===== src/include/pfm_pkg.sv =====
// Package for the protection and fault manager of a step-down regulator.
// Assumes a 10 MHz APB clock and millivolt / degree sense codes.
package pfm_pkg;
   // Register byte offsets.
   localparam logic [7:0] ADDR_CTRL   = 8'h00;
   localparam logic [7:0] ADDR_STATUS = 8'h04;
   localparam logic [7:0] ADDR_THRESH = 8'h08;
   // Control word fields (propagation_config and protection_type_config).
   localparam int C_PG95  = 1;
   localparam int C_TCDIS = 2;
   localparam int C_TRDIS = 3;
   localparam int C_PROP  = 4;
   localparam int C_REPPT = 5;
   localparam int C_REPPG = 6;
   localparam int C_LATCH = 8;
   localparam logic [31:0] CTRL_RST = 32'h0000_0000;
   // Status word bit positions; each flag is active low.
   localparam int S_PT = 0;
   localparam int S_PG = 1;
   localparam int S_OC = 2;
   localparam int S_UV = 3;
   localparam int S_OT = 4;
   localparam int S_TR = 5;
   localparam int S_OV = 6;
   localparam int S_STATE = 8;
   localparam logic [6:0] FLAGS_RST = 7'h7F;
   // Threshold word: overvoltage percent low byte, undervoltage percent next.
   localparam logic [7:0] OV_PCT_RST = 8'h78;
   localparam logic [7:0] UV_PCT_RST = 8'h50;
   localparam logic [7:0] OV_PCT_MIN = 8'd110;
   localparam logic [7:0] OV_PCT_MAX = 8'd130;
   localparam logic [7:0] PGH_PCT    = 8'd110;
   localparam logic [7:0] PGL_PCT90  = 8'd90;
   localparam logic [7:0] PGL_PCT95  = 8'd95;
   localparam logic [13:0] OV_FLOOR_MV = 14'd1000;
   localparam logic [11:0] TRACK_MV    = 12'd250;
   // Temperature levels in degrees C.
   localparam logic [7:0] T_WARN_ON  = 8'd120;
   localparam logic [7:0] T_WARN_OFF = 8'd117;
   localparam logic [7:0] T_RESTART  = 8'd110;
   // Retry interval.
   localparam int RETRY_MS = 130;
   localparam int CLK_KHZ  = 10000;
   localparam int RETRY_CYC = RETRY_MS * CLK_KHZ;
   // Off-state machine.
   typedef enum logic [2:0] {
      PFM_RUN  = 3'b001,
      PFM_WAIT = 3'b010,
      PFM_HOLD = 3'b100
   } pfm_state_t;
   // Sense inputs from the analog front end and the sequencer.
   typedef struct packed {
      logic [7:0]  temp_c;
      logic [11:0] vout_mv;
      logic [11:0] vset_mv;
      logic [11:0] ramp_mv;
      logic        cur_limited;
      logic        above_prebias;
      logic        steady;
      logic        ramping_up;
   } pfm_sense_t;
endpackage


===== src/logic/pfm_top.sv =====
// Protection and fault manager: warnings, faults, errors, group fault line.
// Assumes an APB master on pclk and sense inputs from another clock domain.
`timescale 1ns/1ps
`default_nettype none
module pfm_top
   import pfm_pkg::*;
#(
   parameter int RETRY_CYCLES = RETRY_CYC
) (
   input  wire logic        pclk,
   input  wire logic        presetn,
   input  wire logic        psel,
   input  wire logic        penable,
   input  wire logic        pwrite,
   input  wire logic [7:0]  paddr,
   input  wire logic [31:0] pwdata,
   output logic [31:0]      prdata,
   output logic             pready,
   output logic             pslverr,
   input  wire pfm_sense_t  sense,
   input  wire logic        turn_on,
   input  wire logic        output_good_pin_i,
   output logic             output_good_pin_o,
   output logic             output_good_pin_oe,
   input  wire logic        group_fault_i,
   output logic             group_fault_o,
   output logic             group_fault_oe,
   output logic             regular_off,
   output logic             fast_off,
   output logic             low_side_on,
   output logic             restart,
   output logic             pm_warning,
   output logic             temp_comp_en
);
   pfm_sense_t  sense_m, sn;
   logic [2:0]  pin_m, pin_s;
   logic [31:0] ctrl;
   logic [15:0] thresh;
   logic [6:0]  flags;
   logic        pt_warn;
   logic        recycled;
   logic        was_on;
   logic        ext_off;
   logic [31:0] timer;
   pfm_state_t  state, next_state;
   logic        apb_wr, apb_rd_set;
   logic [13:0] ov_thr, uv_thr, pgh_thr, pgl_thr;
   logic [7:0]  ov_pct;
   logic [11:0] trk_diff;
   logic        pg_ok, pg_warn;
   logic        det_oc, det_uv, det_ot, det_tr, det_ov;
   logic        any_fast, any_reg, own_fault, grp_low;
   logic        oe_d1, oe_d2;
   logic        cond_ok, may_go;

   // Scales a millivolt value by a percentage.
   function automatic logic [13:0] pct_of(input logic [11:0] mv, input logic [7:0] pct);
      logic [19:0] prod;
      prod = 20'(mv) * 20'(pct);
      return 14'(prod / 20'd100);
   endfunction

   // Two-flop synchronisers; the sense word is assumed slow against pclk.
   always_ff @(posedge pclk or negedge presetn) begin
      if (!presetn) begin
         sense_m <= '0;
         sn      <= '0;
         pin_m   <= 3'h7;
         pin_s   <= 3'h7;
      end else begin
         sense_m <= sense;
         sn      <= sense_m;
         pin_m   <= {turn_on, group_fault_i, output_good_pin_i};
         pin_s   <= pin_m;
      end
   end

   // Thresholds; the overvoltage percent is clamped and floored at 1.0 V.
   always_comb begin
      ov_pct = thresh[7:0];
      if (ov_pct < OV_PCT_MIN) begin
         ov_pct = OV_PCT_MIN;
      end else if (ov_pct > OV_PCT_MAX) begin
         ov_pct = OV_PCT_MAX;
      end
      ov_thr = pct_of(sn.vset_mv, ov_pct);
      if (ov_thr < OV_FLOOR_MV) begin
         ov_thr = OV_FLOOR_MV;
      end
      uv_thr  = pct_of(sn.vset_mv, thresh[15:8]);
      pgh_thr = pct_of(sn.vset_mv, PGH_PCT);
      pgl_thr = pct_of(sn.vset_mv, ctrl[C_PG95] ? PGL_PCT95 : PGL_PCT90);
   end

   // Window and tracking comparisons.
   always_comb begin
      trk_diff = (sn.vout_mv > sn.ramp_mv) ? sn.vout_mv - sn.ramp_mv
                                           : sn.ramp_mv - sn.vout_mv;
      pg_ok = sn.steady && (14'(sn.vout_mv) <= pgh_thr)
              && (14'(sn.vout_mv) >= pgl_thr);
      pg_warn = !pg_ok || !pin_s[0];
   end

   // Detection of each protection from synchronised inputs.
   always_comb begin
      det_oc = sn.above_prebias && sn.cur_limited
               && (14'(sn.vout_mv) < uv_thr);
      det_uv = sn.steady && !det_oc
               && (14'(sn.vout_mv) < uv_thr);
      det_ot = sn.temp_c > T_WARN_ON;
      det_tr = sn.ramping_up && !ctrl[C_TRDIS]
               && (trk_diff > TRACK_MV);
      det_ov = sn.above_prebias && (14'(sn.vout_mv) > ov_thr);
      grp_low  = !pin_s[1] && !group_fault_oe && !oe_d1 && !oe_d2;
      any_fast = det_oc || det_tr || det_ov;
      any_reg  = det_uv || det_ot || grp_low;
      own_fault = flags[6:2] != 5'h1F;
   end

   // Restart gate: latching classes need a cleared flag or a recycled command.
   always_comb begin
      cond_ok = !(flags[S_OT] == 1'b0 && sn.temp_c >= T_RESTART)
                && !grp_low;
      if ((~flags[6:2] & ctrl[C_LATCH +: 5]) != 5'h00) begin
         may_go = cond_ok && recycled && pin_s[2];
      end else begin
         may_go = cond_ok;
      end
   end

   // Off-state machine: run, wait out the retry time, then hold for the gate.
   always_comb begin
      next_state = state;
      unique case (state)
         PFM_RUN: begin
            if (any_fast || any_reg) begin
               next_state = PFM_WAIT;
            end
         end
         PFM_WAIT: begin
            if (timer == 32'(RETRY_CYCLES - 1)) begin
               next_state = PFM_HOLD;
            end
         end
         PFM_HOLD: begin
            if (may_go) begin
               next_state = PFM_RUN;
            end
         end
      endcase
   end

   always_ff @(posedge pclk or negedge presetn) begin
      if (!presetn) begin
         state <= PFM_RUN;
      end else begin
         state <= next_state;
      end
   end

   // Retry timer counts only while waiting.
   always_ff @(posedge pclk or negedge presetn) begin
      if (!presetn) begin
         timer <= '0;
      end else if (state == PFM_WAIT) begin
         timer <= timer + 32'd1;
      end else begin
         timer <= '0;
      end
   end

   // Turn-off commands; fast and error answers come one edge after detection.
   always_ff @(posedge pclk or negedge presetn) begin
      if (!presetn) begin
         regular_off <= 1'b0;
         fast_off    <= 1'b0;
         low_side_on <= 1'b0;
         restart     <= 1'b0;
      end else begin
         restart <= (state == PFM_HOLD) && may_go;
         if (state == PFM_RUN && any_fast) begin
            fast_off    <= 1'b1;
            low_side_on <= det_ov;
         end else if (state == PFM_RUN && any_reg) begin
            regular_off <= 1'b1;
         end else if (state == PFM_HOLD && may_go) begin
            regular_off <= 1'b0;
            fast_off    <= 1'b0;
            low_side_on <= 1'b0;
         end
      end
   end

   // Watches the turn-on command going low and high again while off.
   always_ff @(posedge pclk or negedge presetn) begin
      if (!presetn) begin
         was_on   <= 1'b1;
         recycled <= 1'b0;
      end else begin
         was_on <= pin_s[2];
         if (state == PFM_RUN) begin
            recycled <= 1'b0;
         end else if (pin_s[2] && !was_on) begin
            recycled <= 1'b1;
         end
      end
   end

   // Temperature warning with hysteresis; it never reaches the off logic.
   always_ff @(posedge pclk or negedge presetn) begin
      if (!presetn) begin
         pt_warn <= 1'b0;
      end else if (sn.temp_c > T_WARN_ON) begin
         pt_warn <= 1'b1;
      end else if (sn.temp_c < T_WARN_OFF) begin
         pt_warn <= 1'b0;
      end
   end

   // Status flags, active low. Hardware setting a fault beats a software
   // clear in the same cycle; a non-latching restart restores its flags.
   assign apb_wr = psel && penable && pready && pwrite;
   always_ff @(posedge pclk or negedge presetn) begin
      if (!presetn) begin
         flags <= FLAGS_RST;
      end else begin
         flags[S_PT] <= !pt_warn;
         flags[S_PG] <= !pg_warn;
         for (int i = S_OC; i <= S_OV; i++) begin
            if (apb_wr && paddr == ADDR_STATUS && pwdata[i]) begin
               flags[i] <= 1'b1;
            end else if (restart && !ctrl[C_LATCH + i - S_OC]) begin
               flags[i] <= 1'b1;
            end
         end
         if (state == PFM_RUN) begin
            if (det_oc) flags[S_OC] <= 1'b0;
            if (det_uv) flags[S_UV] <= 1'b0;
            if (det_ot) flags[S_OT] <= 1'b0;
            if (det_tr) flags[S_TR] <= 1'b0;
            if (det_ov) flags[S_OV] <= 1'b0;
         end
      end
   end

   // Pins and reports; the group line is pulled only for our own fault.
   always_ff @(posedge pclk or negedge presetn) begin
      if (!presetn) begin
         output_good_pin_oe <= 1'b1;
         group_fault_oe     <= 1'b0;
         pm_warning         <= 1'b0;
         temp_comp_en       <= 1'b1;
      end else begin
         output_good_pin_oe <= !pg_ok;
         group_fault_oe <= ctrl[C_PROP] && own_fault
                           && state != PFM_RUN;
         pm_warning <= (pt_warn && ctrl[C_REPPT])
                       || (pg_warn && ctrl[C_REPPG]);
         temp_comp_en <= !ctrl[C_TCDIS];
      end
   end
   assign output_good_pin_o = 1'b0;
   assign group_fault_o     = 1'b0;

   // Our own pull stays in the synchronised line copy for two more edges after
   // release; it is masked that long, or a restart after our own pull would trip on its echo.
   always_ff @(posedge pclk or negedge presetn) begin
      if (!presetn) begin
         oe_d1 <= 1'b0;
         oe_d2 <= 1'b0;
      end else begin
         oe_d1 <= group_fault_oe;
         oe_d2 <= oe_d1;
      end
   end

   // Configuration registers.
   always_ff @(posedge pclk or negedge presetn) begin
      if (!presetn) begin
         ctrl   <= CTRL_RST;
         thresh <= {UV_PCT_RST, OV_PCT_RST};
      end else if (apb_wr && paddr == ADDR_CTRL) begin
         ctrl <= pwdata & 32'h0000_1F7E;
      end else if (apb_wr && paddr == ADDR_THRESH) begin
         thresh <= pwdata[15:0];
      end
   end

   // APB: read data captured in setup, one access cycle, error if unmapped.
   assign apb_rd_set = psel && !penable;
   always_ff @(posedge pclk or negedge presetn) begin
      if (!presetn) begin
         pready  <= 1'b0;
         pslverr <= 1'b0;
         prdata  <= '0;
      end else begin
         pready  <= apb_rd_set;
         pslverr <= apb_rd_set && paddr != ADDR_CTRL
                    && paddr != ADDR_STATUS && paddr != ADDR_THRESH;
         if (apb_rd_set && !pwrite) begin
            unique case (paddr)
               ADDR_CTRL:   prdata <= ctrl;
               ADDR_STATUS: prdata <= {21'h0, state, 1'b0, flags};
               ADDR_THRESH: prdata <= {16'h0, thresh};
               default:     prdata <= 32'h0000_0000;
            endcase
         end
      end
   end

   // Checks.
   property p_fast_one_cycle;
      @(posedge pclk) disable iff (!presetn)
      (state == PFM_RUN && (det_oc || det_tr)) |=> fast_off && !low_side_on;
   endproperty
   a_fast_one_cycle: assert property (p_fast_one_cycle)
      else $error("fast turn-off late");

   property p_ov_low_side;
      @(posedge pclk) disable iff (!presetn)
      (state == PFM_RUN && det_ov) |=> fast_off && low_side_on && !flags[S_OV];
   endproperty
   a_ov_low_side: assert property (p_ov_low_side)
      else $error("overvoltage answer wrong");

   property p_uv_regular;
      @(posedge pclk) disable iff (!presetn)
      (state == PFM_RUN && det_uv && !any_fast) |=> regular_off && !fast_off;
   endproperty
   a_uv_regular: assert property (p_uv_regular)
      else $error("undervoltage not regular off");

   property p_warn_no_off;
      @(posedge pclk) disable iff (!presetn)
      (state == PFM_RUN && !any_fast && !any_reg) |=> state == PFM_RUN;
   endproperty
   a_warn_no_off: assert property (p_warn_no_off)
      else $error("off without fault");

   property p_pt_hyst;
      @(posedge pclk) disable iff (!presetn)
      (sn.temp_c > T_WARN_ON) ##1 (sn.temp_c >= T_WARN_OFF) |=> !flags[S_PT];
   endproperty
   a_pt_hyst: assert property (p_pt_hyst)
      else $error("temp warning flag wrong");

   property p_pg_pin;
      @(posedge pclk) disable iff (!presetn)
      !sn.steady |=> output_good_pin_oe;
   endproperty
   a_pg_pin: assert property (p_pg_pin)
      else $error("output good pin released early");

   property p_group_pull;
      @(posedge pclk) disable iff (!presetn)
      (ctrl[C_PROP] && state == PFM_WAIT && own_fault) |=> group_fault_oe;
   endproperty
   a_group_pull: assert property (p_group_pull)
      else $error("group line not pulled");

   property p_group_off;
      @(posedge pclk) disable iff (!presetn)
      (state == PFM_RUN && grp_low && !any_fast) |=> regular_off;
   endproperty
   a_group_off: assert property (p_group_off)
      else $error("group line ignored");

   property p_no_early_restart;
      @(posedge pclk) disable iff (!presetn)
      (state == PFM_WAIT && timer < 32'(RETRY_CYCLES - 1)) |=> state == PFM_WAIT;
   endproperty
   a_no_early_restart: assert property (p_no_early_restart)
      else $error("restart before retry time");

   c_fast: cover property (@(posedge pclk) disable iff (!presetn) fast_off);
   c_ov: cover property (@(posedge pclk) disable iff (!presetn) low_side_on);
   c_restart: cover property (@(posedge pclk) disable iff (!presetn) restart);
endmodule
`default_nettype wire


===== config.mk =====
export PLATFORM = sky130hd
export DESIGN_NAME = pfm_top
export DESIGN_NICKNAME = d
export VERILOG_FILES = /design/src/include/pfm_pkg.sv /design/src/logic/pfm_top.sv
export SDC_FILE = /design/constraint.sdc
export NUM_CORES = 1
export LEC_CHECK = 0
export ABC_AREA = 1
export BUFFER_PORTS_ARGS = -buffer_cell sky130_fd_sc_hd__buf_2
export CAP_MARGIN = 10
export CORE_ASPECT_RATIO = 1.5
export CORE_MARGIN = 10
export CORE_UTILIZATION = 45
export CTS_BUF_LIST = sky130_fd_sc_hd__clkbuf_8
export CTS_CLUSTER_SIZE = 8
export DETAILED_ROUTE_END_ITERATION = 8
export PLACE_DENSITY_LB_ADDON = 0.05
export SYNTH_ARGS = -nofsm -noshare
export SYNTH_HDL_FRONTEND = slang
export SYNTH_SLANG_ARGS = --single-unit

===== constraint.sdc =====
create_clock -name pclk -period 13.6 [get_ports pclk]
set_clock_uncertainty 0.1 [all_clocks]
set_input_delay 1.36 -clock pclk [delete_from_list [all_inputs] [get_ports pclk]]
set_output_delay 1.36 -clock pclk [all_outputs]
set_load 0.1 [all_outputs]

After elaboration in Yosys (flattened, before gate mapping)

Cells that the tools add are included.

Register bits: 218
Input port bits: 96
Word-level logic and storage cells: 202

Add/sub/neg operators: 3
Multiply operators: 4
Divide/modulo/power cells: 4
Magnitude comparators: 12
Eq/ne operators: 14
Multiplexer cells: 37
Bitwise operators: 5
Reductions and logical operators: 84

Operator list:

| cell                                                          | number |
|---|---|
| divider 20 x 7 -> 20 bit (second input constant)              | 3 |
| one-hot mux 16 bit (3 select lines)                           | 1 |
| logical AND 1 bit                                             | 45 |
| multiplier 12 x 8 -> 20 bit                                   | 2 |
| adder 32 x 1 -> 32 bit (second input constant)                | 1 |
| == test 32 x 21 -> 1 bit (second input constant)              | 1 |
| 2-to-1 mux 32 bit                                             | 1 |
| 2-to-1 mux 1 bit                                              | 25 |
| subtractor 12 bit                                             | 2 |
| zero test 1 bit                                               | 21 |
| divider 19 x 7 -> 20 bit (second input constant)              | 1 |
| multiplier 12 x 7 -> 19 bit                                   | 1 |
| multiplier 12 x 6 -> 18 bit (second input constant)           | 1 |
| less-than comparator 8 x 7 -> 1 bit (second input constant)   | 2 |
| 2-to-1 mux 8 bit                                              | 2 |
| greater-or-equal comparator 12 x 14 -> 1 bit                  | 1 |
| > comparator 12 x 14 -> 1 bit                                 | 1 |
| <= comparator 12 x 14 -> 1 bit                                | 1 |
| less-than comparator 12 x 14 -> 1 bit                         | 1 |
| less-than comparator 14 x 10 -> 1 bit (second input constant) | 1 |
| 2-to-1 mux 14 bit                                             | 1 |
| > comparator 12 bit                                           | 1 |
| > comparator 12 x 8 -> 1 bit (second input constant)          | 1 |
| 2-to-1 mux 12 bit                                             | 1 |
| other kinds (26)                                              | 45 |

Longest topological paths before layout

Gate-level depths: netlist of the first run.

Depth in word-level cells: 13
Mapped depth: 114
Gate-level depth less buffers: 114

Least setup slack after synthesis of the first run

No wires, ideal clock.

Path kind: register -> register
From: reg thresh[4]
To: reg state[1]
Data arrival time: 11.793 ns
Path slack: 1.589 ns
Stages on the path, launching flop included: 105
Buffers on the path: 0
Path through: dfstp_2 -> nor2_1 -> nand3b_1 -> nor2_1 -> nor2_1 -> o21ai_1 -> inv_1 -> nand2_1 -> fa_1 -> inv_1 -> fa_1 -> fa_1 -> inv_1 -> fa_1 -> inv_1 -> ha_1 -> inv_2 -> nor3_2 -> [69 not listed] -> nand2_1 -> inv_1 -> nand3_1 -> a21oi_1 -> ha_1 -> nor2_1 -> a211oi_1 -> o221ai_1 -> a221oi_1 -> a41oi_1 -> nand3_1 -> nand2_1 -> inv_1 -> nand2_2 -> nor2_2 -> nand2_2 -> nand3_1 -> nand2_1

Word-level cells in the longest chain between the ends: 13
Elaborated cells on any way between the ends: 14
Classes of those cells: mul (1); div (1); order compare (4); eq/ne (1); mux (3); reduce/logical (4)

Ends and longest elaborated chain:

| what                                     | line           | source |
|---|---|---|
| start, declared                          | pfm_top.sv:38  | `logic [15:0] thresh;` |
| start signal, assigned                   | pfm_top.sv:281 | `thresh <= {UV_PCT_RST, OV_PCT_RST};` |
| start signal, assigned                   | pfm_top.sv:285 | `thresh <= pwdata[15:0];` |
| > comparator 8 bit                       | pfm_top.sv:83  | `end else if (ov_pct > OV_PCT_MAX) begin` |
| 2-to-1 mux 8 bit                         | pfm_top.sv:83  |  |
| 2-to-1 mux 8 bit (*)                     | pfm_top.sv:81  | `if (ov_pct < OV_PCT_MIN) begin` |
| multiplier 12 x 8 -> 20 bit (*)          | pfm_top.sv:59  | `prod = 20'(mv) * 20'(pct);` |
| divider 20 x 7 -> 20 bit (*)             | pfm_top.sv:60  | `return 14'(prod / 20'd100);` |
| less-than comparator 14 x 10 -> 1 bit    | pfm_top.sv:87  | `if (ov_thr < OV_FLOOR_MV) begin` |
| 2-to-1 mux 14 bit (*)                    | pfm_top.sv:87  |  |
| > comparator 12 x 14 -> 1 bit (*)        | pfm_top.sv:113 | `det_ov = sn.above_prebias && (14'(sn.vout_mv) > ov_thr);` |
| logical AND 1 bit (*)                    | pfm_top.sv:113 |  |
| logical OR 1 bit (*)                     | pfm_top.sv:115 | `any_fast = det_oc \|\| det_tr \|\| det_ov;` |
| logical OR 1 bit (*)                     | pfm_top.sv:136 | `if (any_fast \|\| any_reg) begin` |
| != test 2 bit (no source line) (*)       | n/a            |  |
| AND reduction 3 bit (no source line) (*) | n/a            |  |
| end signal, assigned                     | pfm_top.sv:157 | `state <= next_state;` |
| end, declared                            | pfm_top.sv:45  | `pfm_state_t state, next_state;` |

Every way passes the cells marked *; elsewhere a longest branch is shown, timed or not.
A chain may end at the register's enable or synchronous reset.

Final worst setup path of the first run

Ends and elaborated chain as after synthesis.

==> flow_metrics.env, run 1 <==
export IMPL_synth_common_cells="sky130_fd_sc_hd__nand2_1 (842), sky130_fd_sc_hd__inv_1 (697), sky130_fd_sc_hd__nor2_1 (275), sky130_fd_sc_hd__ha_1 (233), sky130_fd_sc_hd__nand3_1 (202)"
export IMPL_critical_path_top_delay_family="simple AND/OR/NAND/NOR gates"
export IMPL_grt_overall_usage_pct=19.6
export IMPL_place_gp_congestion=0.851
export IMPL_data_required_time_at_the_worst_endpoint_ps=13960
export IMPL_fin_hold_ws_ps=238
export IMPL_synth_most_common_cell="sky130_fd_sc_hd__nand2_1"
export IMPL_timing_hold_worst_class="reg2reg"
export IMPL_syn_area_per_cell_um2=7.35
export IMPL_drc=0
export IMPL_buffer_ports_inserted=105
export IMPL_path_buf_inv=15
export IMPL_synth_seq_area_share_pct=18.0
export IMPL_worst_path_max_fanout=7
export IMPL_cts_hold_fix_buffers=0
export IMPL_r2r_end="state[1]"
export IMPL_cts_root_buf="sky130_fd_sc_hd__clkbuf_8"
export IMPL_post_route_util_pct=52.1
export IMPL_coreArea_um2=62200
export IMPL_yosysTopAreaCellShare_pct=15.8
export IMPL_netlist_area_before_placement_um2=28300
export IMPL_fp_dieArea_um2=73500
export IMPL_grt_setup_unrepaired="yes"
export IMPL_grt_max_degree=75
export IMPL_regToRegStartpoint="thresh[4]"
export IMPL_status="finished, final reports clean"
export IMPL_die_h_um=327
export IMPL_std_cell_rows=112
export IMPL_ys_seq_elements=202
export IMPL_tns_ps=0
export IMPL_top_signal_layer_used="met5"
export IMPL_cts_max_level=2
export IMPL_final_seq_area_um2=5090
export IMPL_synth_async_reset_ratio_pct=100
export IMPL_hold_viol_final=0
export IMPL_detail_route_first_pass_iterations=5
export IMPL_worst_pin_slew_ps=1120
export IMPL_cts_tree="done"
export IMPL_n_fill_cell=6248
export IMPL_criticalPathCategory="reg2reg"
export IMPL_vias=24386
export IMPL_wl_met3_mm=2.57
export IMPL_worst_skew_pair_late_latency_ps=580
export IMPL_numClockSinks=202
export IMPL_crit_path_start="thresh[4]"
export IMPL_routed_wire_length_per_instance_um=14.6
export IMPL_setup_violations_final=0
export IMPL_post_synth_top_area_cell="sky130_fd_sc_hd__dfrtp_1"
export IMPL_antenna_violating_nets_remaining=0
export IMPL_layout_drive_gt1_share_pct=24.7
export IMPL_detailedPlace_worstSlack_ps=-41.1
export IMPL_die_x_um=225
export IMPL_layout_nets=4617
export IMPL_gr_overflow_total=0
export IMPL_place_detailed_hpwl_mm=58.3
export IMPL_grt_pass1_vias=24533
export IMPL_worst_r2r_setup_slack_ps=350
export IMPL_layout_worst_path_cycle_share_pct=97.4
export IMPL_crit_path_top_delay_cell="sky130_fd_sc_hd__fa_1"
export IMPL_fmax_ghz=0.0755
export IMPL_worst_setup_hold_path_clk_slew_ps=60
export IMPL_initial_core_util_pct=45.5
export IMPL_cp_common_cell="sky130_fd_sc_hd__nand2_4"
export IMPL_rr_worst_depth=104
export IMPL_startpoint_type="register"
export IMPL_worst_path_stages=104
export IMPL_initialDrtViolationCount=1043
export IMPL_timing_final_max_slew_violations=0
export IMPL_antenna_found_initial=5
export IMPL_area_growth_syn_to_layout_pct=14.6
export IMPL_worst_setup_path_end_kind="register"
export IMPL_ios=140
export IMPL_slowest_delay_ps=570
export IMPL_vias_per_cell=4.95
export IMPL_synth_lib_cells_used_distinct=79
export IMPL_final_min_clock_period_ps=13250
export IMPL_route_final_wire_length_mm=71.8
export IMPL_timing_critical_path_arrival_ps=13610
export IMPL_cts_inserted_buffers=37
export IMPL_yosysWarnings=0
export IMPL_grt_pass1_wl_mm=119
export IMPL_netlist_top_cells_area="sky130_fd_sc_hd__dfrtp_1 (16%), sky130_fd_sc_hd__fa_1 (13%), sky130_fd_sc_hd__nand2_1 (11%), sky130_fd_sc_hd__ha_1 (10%), sky130_fd_sc_hd__inv_1 (9.2%)"
export IMPL_post_route_worst_setup_slack_ps=352
export IMPL_drv_cap=0
export IMPL_slew_headroom_pct=24.8
export IMPL_wl_met2_mm=37.8
export IMPL_synth_edf_count=0
export IMPL_met1_length_mm=29.7
export IMPL_cts_buffer_depth=3
export IMPL_synthCells=3847
export IMPL_synth_main_ff_cell="sky130_fd_sc_hd__dfrtp_1"
export IMPL_multi_input_comb_area_um2=21000
export IMPL_endpoint="state[1]"
[layout by cell type, fill, tap and decap left out, drive strengths merged, types with 3 or more instances in the layout]
| master | instances |
|---|---|
| nor3 | 35 |
| nand2 | 1148 |
| a21oi | 128 |
| nor2 | 336 |
| o221ai | 8 |
| a21o | 7 |
| o21a | 11 |
| mux2i | 3 |
| o211ai | 7 |
| nand3b | 6 |
| nor3b | 4 |
| clkbuf | 47 |
| a21boi | 3 |
| nand4 | 79 |
| nor4 | 14 |
| nand3 | 267 |
| dfrtp | 179 |
| o31ai | 3 |
| a31oi | 12 |
| mux2 | 5 |
| o21bai | 7 |
| inv | 767 |
| dfstp | 23 |
| a211oi | 5 |
| or2 | 5 |
| and3 | 3 |
| ha | 233 |
| fa | 188 |
| xnor2 | 20 |
| clkinv | 13 |
| xor2 | 73 |
| clkinvlp | 4 |
| buf | 252 |
| conb | 18 |
| o22ai | 6 |
| o21ai | 179 |
| a221oi | 13 |
[stage by stage]
stage / cells / area (um2)
floorplan: 3864 / 28400
global placement: 4814 / 30400
detailed placement: 4814 / 30400
CTS: 4884 / 31200
global route: 4929 / 32400
finish: 4929 / 32400
[logic make-up (layout without fill, tap and decap cells)]
kind of cell	Yosys count	count (layout)	synth area share, %
AO/OA/AOI/OAI	406	406	8.81
XOR/XNOR	93	93	3.13
adder cells (fa/ha/maj)	421	421	23.6
buffers and inverters	819	1084	11.2
flip-flops	202	202	18.0
multiplexers	8	8	0.305
other	1	20	0.0133
AND/OR/NAND/NOR	1897	1897	35.0
[how the worst min path moves through the flow]
stage	from	slack [ps]	depth (start not counted)	endpoint
after floorplan	sense_m[0]	230	0	sn[0]
after global placement	sense_m[22]	230	0	sn[22]
after detailed placement	sense_m[0]	230	0	sn[0]
after CTS	sense_m[41]	240	0	sn[41]
after global routing	sense_m[8]	250	0	sn[8]
final	sense_m[41]	240	0	sn[41]
[layout make-up]
cell class	count	area share, %
well taps	798	3.08
diodes	2	0.0154
multi-input cells	2843	64.7
clock inverters	21	0.397
clock buffers	47	2.00
flip-flops and latches	202	15.7
repair buffers	252	5.21
inverters	764	8.93
[sequential cells by signal (all words and copies together), names as in the netlist, 3 cells and up]
signal and count:
sense_m 48, sn 48, timer 32, prdata 16, thresh 16, ctrl 11, flags 7, pin_m 3
pin_s 3, state 3
[timing repair]
| item | CTS | global route |
|---|---|---|
| setup endpoints to repair | 4 | 10 |
| endpoints found under the hold margin | 0 | 0 |
| buffers inserted | 2 | 43 |
| pin swaps | 1 | 137 |
| resized for setup | 5 | 209 |
[layer usage]
layer / global-route usage, % / up-vias
met2: 36.6 / 320
met3: 3.07 / 82
met5: 0 / -
li1: - / 12552
met4: 5.30 / 4
met1: 22.5 / 11428
Power of run 1 is left out: the tool's default activity adds up to more than one toggle a clock period on the data nets, which glitch-free logic cannot reach.
==> inputs of run 2 (changes only) <==
--- a/config.mk
+++ b/config.mk
@@ -5,7 +5,6 @@
 export SDC_FILE = /design/constraint.sdc
 export NUM_CORES = 1
 export LEC_CHECK = 0
-export ABC_AREA = 1
 export BUFFER_PORTS_ARGS = -buffer_cell sky130_fd_sc_hd__buf_2
 export CAP_MARGIN = 10
 export CORE_ASPECT_RATIO = 1.5
==> run 2 against run 1 <==
- the flow now finishes with violations (negative setup slack)
- non-clock buffer count up 932
- first-iteration DRC count up 23%
- maximum frequency decreased by 7.3%
- wire length rose by 46%
- utilization grew 13 points
- sequential cell count did not move
- sequential share of layout area shrank 4.0 points
- global-route usage increased by 6.2 points
- cell area increased by 34%
- register-to-register slack lost 1000 ps
- via count up 32%
==> flow_metrics.env, run 2 <==
export IMPL_timing_hold_worst_class="reg2reg"
export IMPL_fp_dieArea_um2=78300
export IMPL_timing_critical_path_arrival_ps=14700
export IMPL_cts_buffer_depth=3
export IMPL_fin_hold_ws_ps=227
export IMPL_grt_busiest_layer="met2"
export IMPL_gr_overflow_total=0
export IMPL_routed_wire_length_per_instance_um=18.4
export IMPL_ios=140
export IMPL_cp_common_cell="sky130_fd_sc_hd__inv_2"
export IMPL_grt_max_degree=138
export IMPL_worst_skew_pair_late_latency_ps=630
export IMPL_grt_overall_usage_pct=25.7
export IMPL_std_cell_rows=116
export IMPL_leading_registers_by_flop_count="sense_m (48), sn (48), timer (32)"
export IMPL_synthCells=3675
export IMPL_layout_drive_gt1_share_pct=39.3
export IMPL_place_gp_congestion=0.930
export IMPL_setup_violations_final=9
export IMPL_buffer_ports_inserted=105
export IMPL_netlist_top_cells_area="sky130_fd_sc_hd__dfrtp_1 (15%), sky130_fd_sc_hd__fa_1 (12%), sky130_fd_sc_hd__ha_1 (9.6%), sky130_fd_sc_hd__a21oi_1 (3.8%), sky130_fd_sc_hd__inv_1 (3.7%)"
export IMPL_timing_final_max_slew_violations=0
export IMPL_coreArea_um2=66800
export IMPL_cts_inserted_buffers=36
export IMPL_fmax_ghz=0.0700
export IMPL_status="finished, violations left"
export IMPL_synth_most_common_cell="sky130_fd_sc_hd__inv_1"
export IMPL_numClockSinks=202
export IMPL_final_min_clock_period_ps=14300
export IMPL_antenna_violating_nets_remaining=0
export IMPL_route_final_wire_length_mm=105
export IMPL_netlist_area_before_placement_um2=30300
export IMPL_groute_layer_met2_usage_pct=48.1
export IMPL_layout_nets=5287
export IMPL_placement_cell_area_um2=38800
export IMPL_antenna_found_initial=7
export IMPL_layout_common_cells="sky130_fd_sc_hd__buf_4 (1028), sky130_fd_sc_hd__inv_1 (302), sky130_fd_sc_hd__nand2_1 (284)"
export IMPL_synth_seq_area_share_pct=16.8
export IMPL_synth_main_ff_cell="sky130_fd_sc_hd__dfrtp_1"
export IMPL_area_growth_syn_to_layout_pct=43.7
export IMPL_grt_pass1_wl_mm=167
export IMPL_place_detailed_hpwl_mm=82.5
export IMPL_tns_ps=-4590
export IMPL_initial_core_util_pct=45.4
export IMPL_hold_viol_final=0
export IMPL_die_h_um=338
export IMPL_vias=32252
export IMPL_detail_route_first_pass_iterations=5
export IMPL_worst_path_max_fanout=8
export IMPL_grt_setup_unrepaired="yes"
export IMPL_post_synth_top_area_cell="sky130_fd_sc_hd__dfrtp_1"
export IMPL_cts_max_level=2
export IMPL_syn_area_per_cell_um2=8.24
export IMPL_worst_setup_hold_path_clk_slew_ps=60
export IMPL_synth_async_reset_ratio_pct=100
export IMPL_gr_usage_met1_pct=29.0
export IMPL_post_route_worst_setup_slack_ps=-696
export IMPL_data_required_time_at_the_worst_endpoint_ps=14010
export IMPL_die_x_um=232
export IMPL_synth_edf_count=0
export IMPL_synth_common_cells="sky130_fd_sc_hd__inv_1 (300), sky130_fd_sc_hd__nand2_1 (299), sky130_fd_sc_hd__nor2_1 (289), sky130_fd_sc_hd__ha_1 (233), sky130_fd_sc_hd__a21oi_1 (232)"
export IMPL_finalInstanceArea_um2=43500
export IMPL_cts_tree="done"
export IMPL_synth_lib_cells_used_distinct=131
export IMPL_worst_pin_slew_ps=1410
export IMPL_crit_path_top_delay_cell="sky130_fd_sc_hd__or4_4"
export IMPL_grt_use_met3_pct=2.88
export IMPL_ys_seq_elements=202
export IMPL_startpoint_type="register"
export IMPL_yosysWarnings=0
export IMPL_initialDrtViolationCount=1286
export IMPL_worst_setup_path_end_kind="register"
export IMPL_cts_root_buf="sky130_fd_sc_hd__clkbuf_8"
export IMPL_vias_per_cell=5.68
export IMPL_layout_cells_most_common="sky130_fd_sc_hd__buf_4"
export IMPL_drv_cap=0
export IMPL_slowest_delay_ps=550
export IMPL_slew_headroom_pct=5.26
export IMPL_grt_pass1_vias=33354
export IMPL_criticalPathCategory="reg2reg"
export IMPL_drc=0
export IMPL_violated_checks="negative setup slack"
export IMPL_layout_worst_path_cycle_share_pct=105
export IMPL_yosysTopAreaCellShare_pct=14.8
run 2: changes by cell type in the layout (fill, tap and decap cells not counted), sizes merged, moves of 110 or more:
| cell | previous run | this run |
|---|---|---|
| nand3 | 267 | 104 |
| inv | 767 | 324 |
| buf | 252 | 1183 |
| a21oi | 128 | 238 |
| and2 | 0 | 117 |
| nand2 | 1148 | 303 |
run 2: repair_timing:
item	in CTS	in global routing
gates resized for setup	239	351
setup endpoints to repair	10	11
gates cloned	1	1
pin swaps	155	239
buffers inserted	77	74
hold buffers	0	0
run 2: per-stage QoR:
step           instances  utilization [%]  setup slack (ps)
2_1_floorplan       3692                -             -7.56
3_3_place_gp        5468             58.1             -1110
3_5_place_dp        5468             58.1             -1220
4_1_cts             5606             61.6              -662
5_1_grt             5681             65.2             -1380
6_report            5683             65.2              -696
run 2: metal layers:
metal	wire, um	vias up
li1	-	15530
met1	41100	15792
met2	55400	662
met3	3710	256
met4	4310	12
met5	75	-
run 2: critical path, delay by kind of cell (launching register included):
kind,cells,cell delay (ps)
AND/OR/NAND/NOR,10,1700
buffers and inverters,13,1440
flip-flops,1,410
AO/OA/AOI/OAI,37,7390
XOR/XNOR,1,300
multiplexers,2,470
adder cells (fa/ha/maj),6,2340
run 2: path summary, 6_finish.rpt:
check,slack [ps],from,cells past startpoint,end
min,230,sense_m[27],0,sn[27]
min reg2reg,230,sense_m[27],0,sn[27]
max,-700,thresh[1],69,state[0]
max reg2reg,-700,thresh[1],69,state[0]
max in group asynchronous,10980,presetn,2,sn[17]
min in group asynchronous,780,presetn,1,timer[22]
run 2: logic make-up (layout without fill, tap and decap cells):
| group | Yosys count | in the layout | synth area share [%] |
|---|---|---|---|
| compound gates | 1078 | 1078 | 25.7 |
| xor+xnor | 184 | 184 | 5.39 |
| fa+ha+maj | 435 | 435 | 22.5 |
| buf+inv | 454 | 1556 | 6.10 |
| flops | 202 | 202 | 16.8 |
| mux | 83 | 84 | 3.02 |
| other cells | 1 | 21 | 0.0124 |
| simple gates | 1238 | 1238 | 20.5 |
run 2: layout make-up:
cell class                      count  area [um2]
Clock inverter                     25         158
Multi-Input combinational cell   3037       26600
Timing Repair Buffer             1184        8870
Tap cell                          885        1110
Sequential cell                   202        5100
Fill cell                        5691       23200
Clock buffer                       38         523
Antenna cell                        3        7.51
Inverter                          309        1170
Power of run 2 is left out for the same reason.
==> inputs of run 3 (changes only) <==
--- a/config.mk
+++ b/config.mk
@@ -5,7 +5,6 @@
 export SDC_FILE = /design/constraint.sdc
 export NUM_CORES = 1
 export LEC_CHECK = 0
-export BUFFER_PORTS_ARGS = -buffer_cell sky130_fd_sc_hd__buf_2
 export CAP_MARGIN = 10
 export CORE_ASPECT_RATIO = 1.5
 export CORE_MARGIN = 10
@@ -13,7 +12,9 @@
 export CTS_BUF_LIST = sky130_fd_sc_hd__clkbuf_8
 export CTS_CLUSTER_SIZE = 8
 export DETAILED_ROUTE_END_ITERATION = 8
+export DONT_BUFFER_PORTS = 1
 export PLACE_DENSITY_LB_ADDON = 0.05
+export SETUP_SLACK_MARGIN = 0.5
 export SYNTH_ARGS = -nofsm -noshare
 export SYNTH_HDL_FRONTEND = slang
 export SYNTH_SLANG_ARGS = --single-unit
==> run 3 against run 2 <==
- the flow still finishes with violations (negative setup slack)
- first-iteration DRC count grew 23%
- sequential cell count is the same
- via count shrank 1.0%
- final cell count shrank 3.2%
- global-route usage is essentially flat
- cell area shrank 3.0%
- critical path type unchanged
- highest routed layer unchanged
==> flow_metrics.env, run 3 (synthesis results as in run 2) <==
export IMPL_buffer_ports_inserted=0
export IMPL_hold_path_startpoint="sense_m[20]"
export IMPL_cts_inserted_buffers=37
export IMPL_startpoint_type="register"
export IMPL_detail_route_first_pass_iterations=6
export IMPL_fin_hold_ws_ps=226
export IMPL_routed_wire_length_per_instance_um=18.9
export IMPL_cts_tree="done"
export IMPL_instances_no_fill=5503
export IMPL_path_buf_inv=9
export IMPL_drv_cap=0
export IMPL_regToRegStartpoint="thresh[3]"
export IMPL_grt_overall_usage_pct=25.7
export IMPL_die_x_um=232
export IMPL_area_growth_syn_to_layout_pct=39.4
export IMPL_route_final_wire_length_mm=104
export IMPL_grt_pass1_wl_mm=167
export IMPL_criticalPathCategory="reg2reg"
export IMPL_placement_cell_area_um2=38100
export IMPL_place_gp_congestion=0.937
export IMPL_cts_max_level=2
export IMPL_worst_path_max_fanout=8
export IMPL_gr_overflow_total=0
export IMPL_crit_path_top_delay_cell="sky130_fd_sc_hd__fa_1"
export IMPL_worst_path_stages=65
export IMPL_status="finished, violations left"
export IMPL_place_detailed_instances=5291
export IMPL_finalInstanceArea_um2=42200
export IMPL_place_detailed_hpwl_mm=82.1
export IMPL_std_cell_rows=116
export IMPL_rr_worst_depth=65
export IMPL_die_h_um=338
export IMPL_final_min_clock_period_ps=14350
export IMPL_r2r_end="state[0]"
export IMPL_fmax_ghz=0.0697
export IMPL_timing_final_max_slew_violations=0
export IMPL_hold_viol_final=0
export IMPL_endpoint="state[0]"
export IMPL_worst_pin_slew_ps=1380
export IMPL_worst_r2r_setup_slack_ps=-750
export IMPL_vias_per_cell=5.80
export IMPL_vias=31918
export IMPL_crit_path_start="thresh[3]"
export IMPL_slew_headroom_pct=7.50
export IMPL_coreArea_um2=66800
export IMPL_antenna_violating_nets_remaining=0
export IMPL_leading_registers_by_flop_count="sense_m (48), sn (48), timer (32)"
export IMPL_grt_max_degree=203
export IMPL_post_route_worst_setup_slack_ps=-753
export IMPL_layout_common_cells="sky130_fd_sc_hd__buf_4 (943), sky130_fd_sc_hd__inv_1 (306), sky130_fd_sc_hd__nand2_1 (286)"
export IMPL_setup_violations_final=9
export IMPL_ios=140
export IMPL_timing_critical_path_arrival_ps=14770
export IMPL_fp_dieArea_um2=78300
export IMPL_initial_core_util_pct=45.4
export IMPL_grt_pass1_vias=33327
export IMPL_antenna_found_initial=7
export IMPL_worst_setup_path_end_kind="register"
export IMPL_layout_cells_most_common="sky130_fd_sc_hd__buf_4"
export IMPL_violated_checks="negative setup slack"
export IMPL_critical_path_top_delay_family="compound AO/OA/AOI/OAI gates"
export IMPL_cts_root_buf="sky130_fd_sc_hd__clkbuf_8"
export IMPL_worst_setup_hold_path_clk_slew_ps=60
export IMPL_slowest_delay_ps=600
export IMPL_grt_setup_unrepaired="yes"
export IMPL_data_required_time_at_the_worst_endpoint_ps=14020
export IMPL_layout_nets=5105
export IMPL_layout_worst_path_cycle_share_pct=106
export IMPL_cts_hold_fix_buffers=0
export IMPL_worst_skew_pair_late_latency_ps=650
export IMPL_cts_buffer_depth=3
export IMPL_numClockSinks=202
export IMPL_initialDrtViolationCount=1580
export IMPL_drc=0
export IMPL_timing_hold_worst_class="reg2reg"
export IMPL_layout_drive_gt1_share_pct=35.8
[run 3: cell types whose count changed in the layout (fill, tap and decap cells not counted), moves of 5 or more]
cell / change
sky130_fd_sc_hd__inv_2: -5
sky130_fd_sc_hd__nor4_2: -8
sky130_fd_sc_hd__nor4_1: +11
sky130_fd_sc_hd__a21oi_2: -6
sky130_fd_sc_hd__buf_2: -104
sky130_fd_sc_hd__buf_4: -85
sky130_fd_sc_hd__dfrtp_2: -5
[run 3: final cells by class]
type	count	area [um2]
flip-flops and latches	202	5100
repair buffers	1002	7830
well taps	885	1110
fillers	5791	24600
clock buffers	42	578
inverters	309	1180
clock inverters	25	193
diodes	2	5.00
multi-input cells	3036	26200
[run 3: what timing repair did]
| item | CTS | global route |
|---|---|---|
| pin swaps | 102 | 151 |
| endpoints found under the setup margin | 11 | 11 |
| cloned | 1 | 0 |
| resized for setup | 217 | 248 |
| buffers inserted | 79 | 63 |
[run 3: through the flow]
step / setup TNS, ps / utilization, % / setup slack [ps]
finish: -5160 / 63.2 / -753
global route: -10760 / 63.2 / -1370
CTS: -3800 / 60.7 / -660
detailed placement: -8450 / 57.1 / -1100
global placement: -7160 / 57.1 / -902
floorplan: 0 / - / 122
[run 3: metal layers]
layer | wire (um) | global-route usage, %
met1 | 39900 | 27.8
met2 | 55700 | 48.9
met3 | 4840 | 4.25
met4 | 3740 | 9.75
met5 | 43 | 0
[run 3: worst min path at each step]
stage | endpoint | slack [ps] | cells past startpoint
after floorplan | sn[20] | 230 | 0
after global placement | sn[46] | 230 | 0
after detailed placement | sn[2] | 230 | 0
after CTS | sn[20] | 220 | 0
after global routing | sn[20] | 240 | 0
final | sn[20] | 230 | 0
[run 3: worst register-to-register path: cells and delay by family (launching register included)]
| family | cells | cell delay [ps] |
|---|---|---|
| AND/OR/NAND/NOR | 13 | 2350 |
| adder cells (fa/ha/maj) | 6 | 2490 |
| buffers and inverters | 9 | 1220 |
| AO/OA/AOI/OAI | 34 | 6970 |
| multiplexers | 3 | 570 |
| flip-flops | 1 | 560 |
Power of run 3 is left out for the same reason.
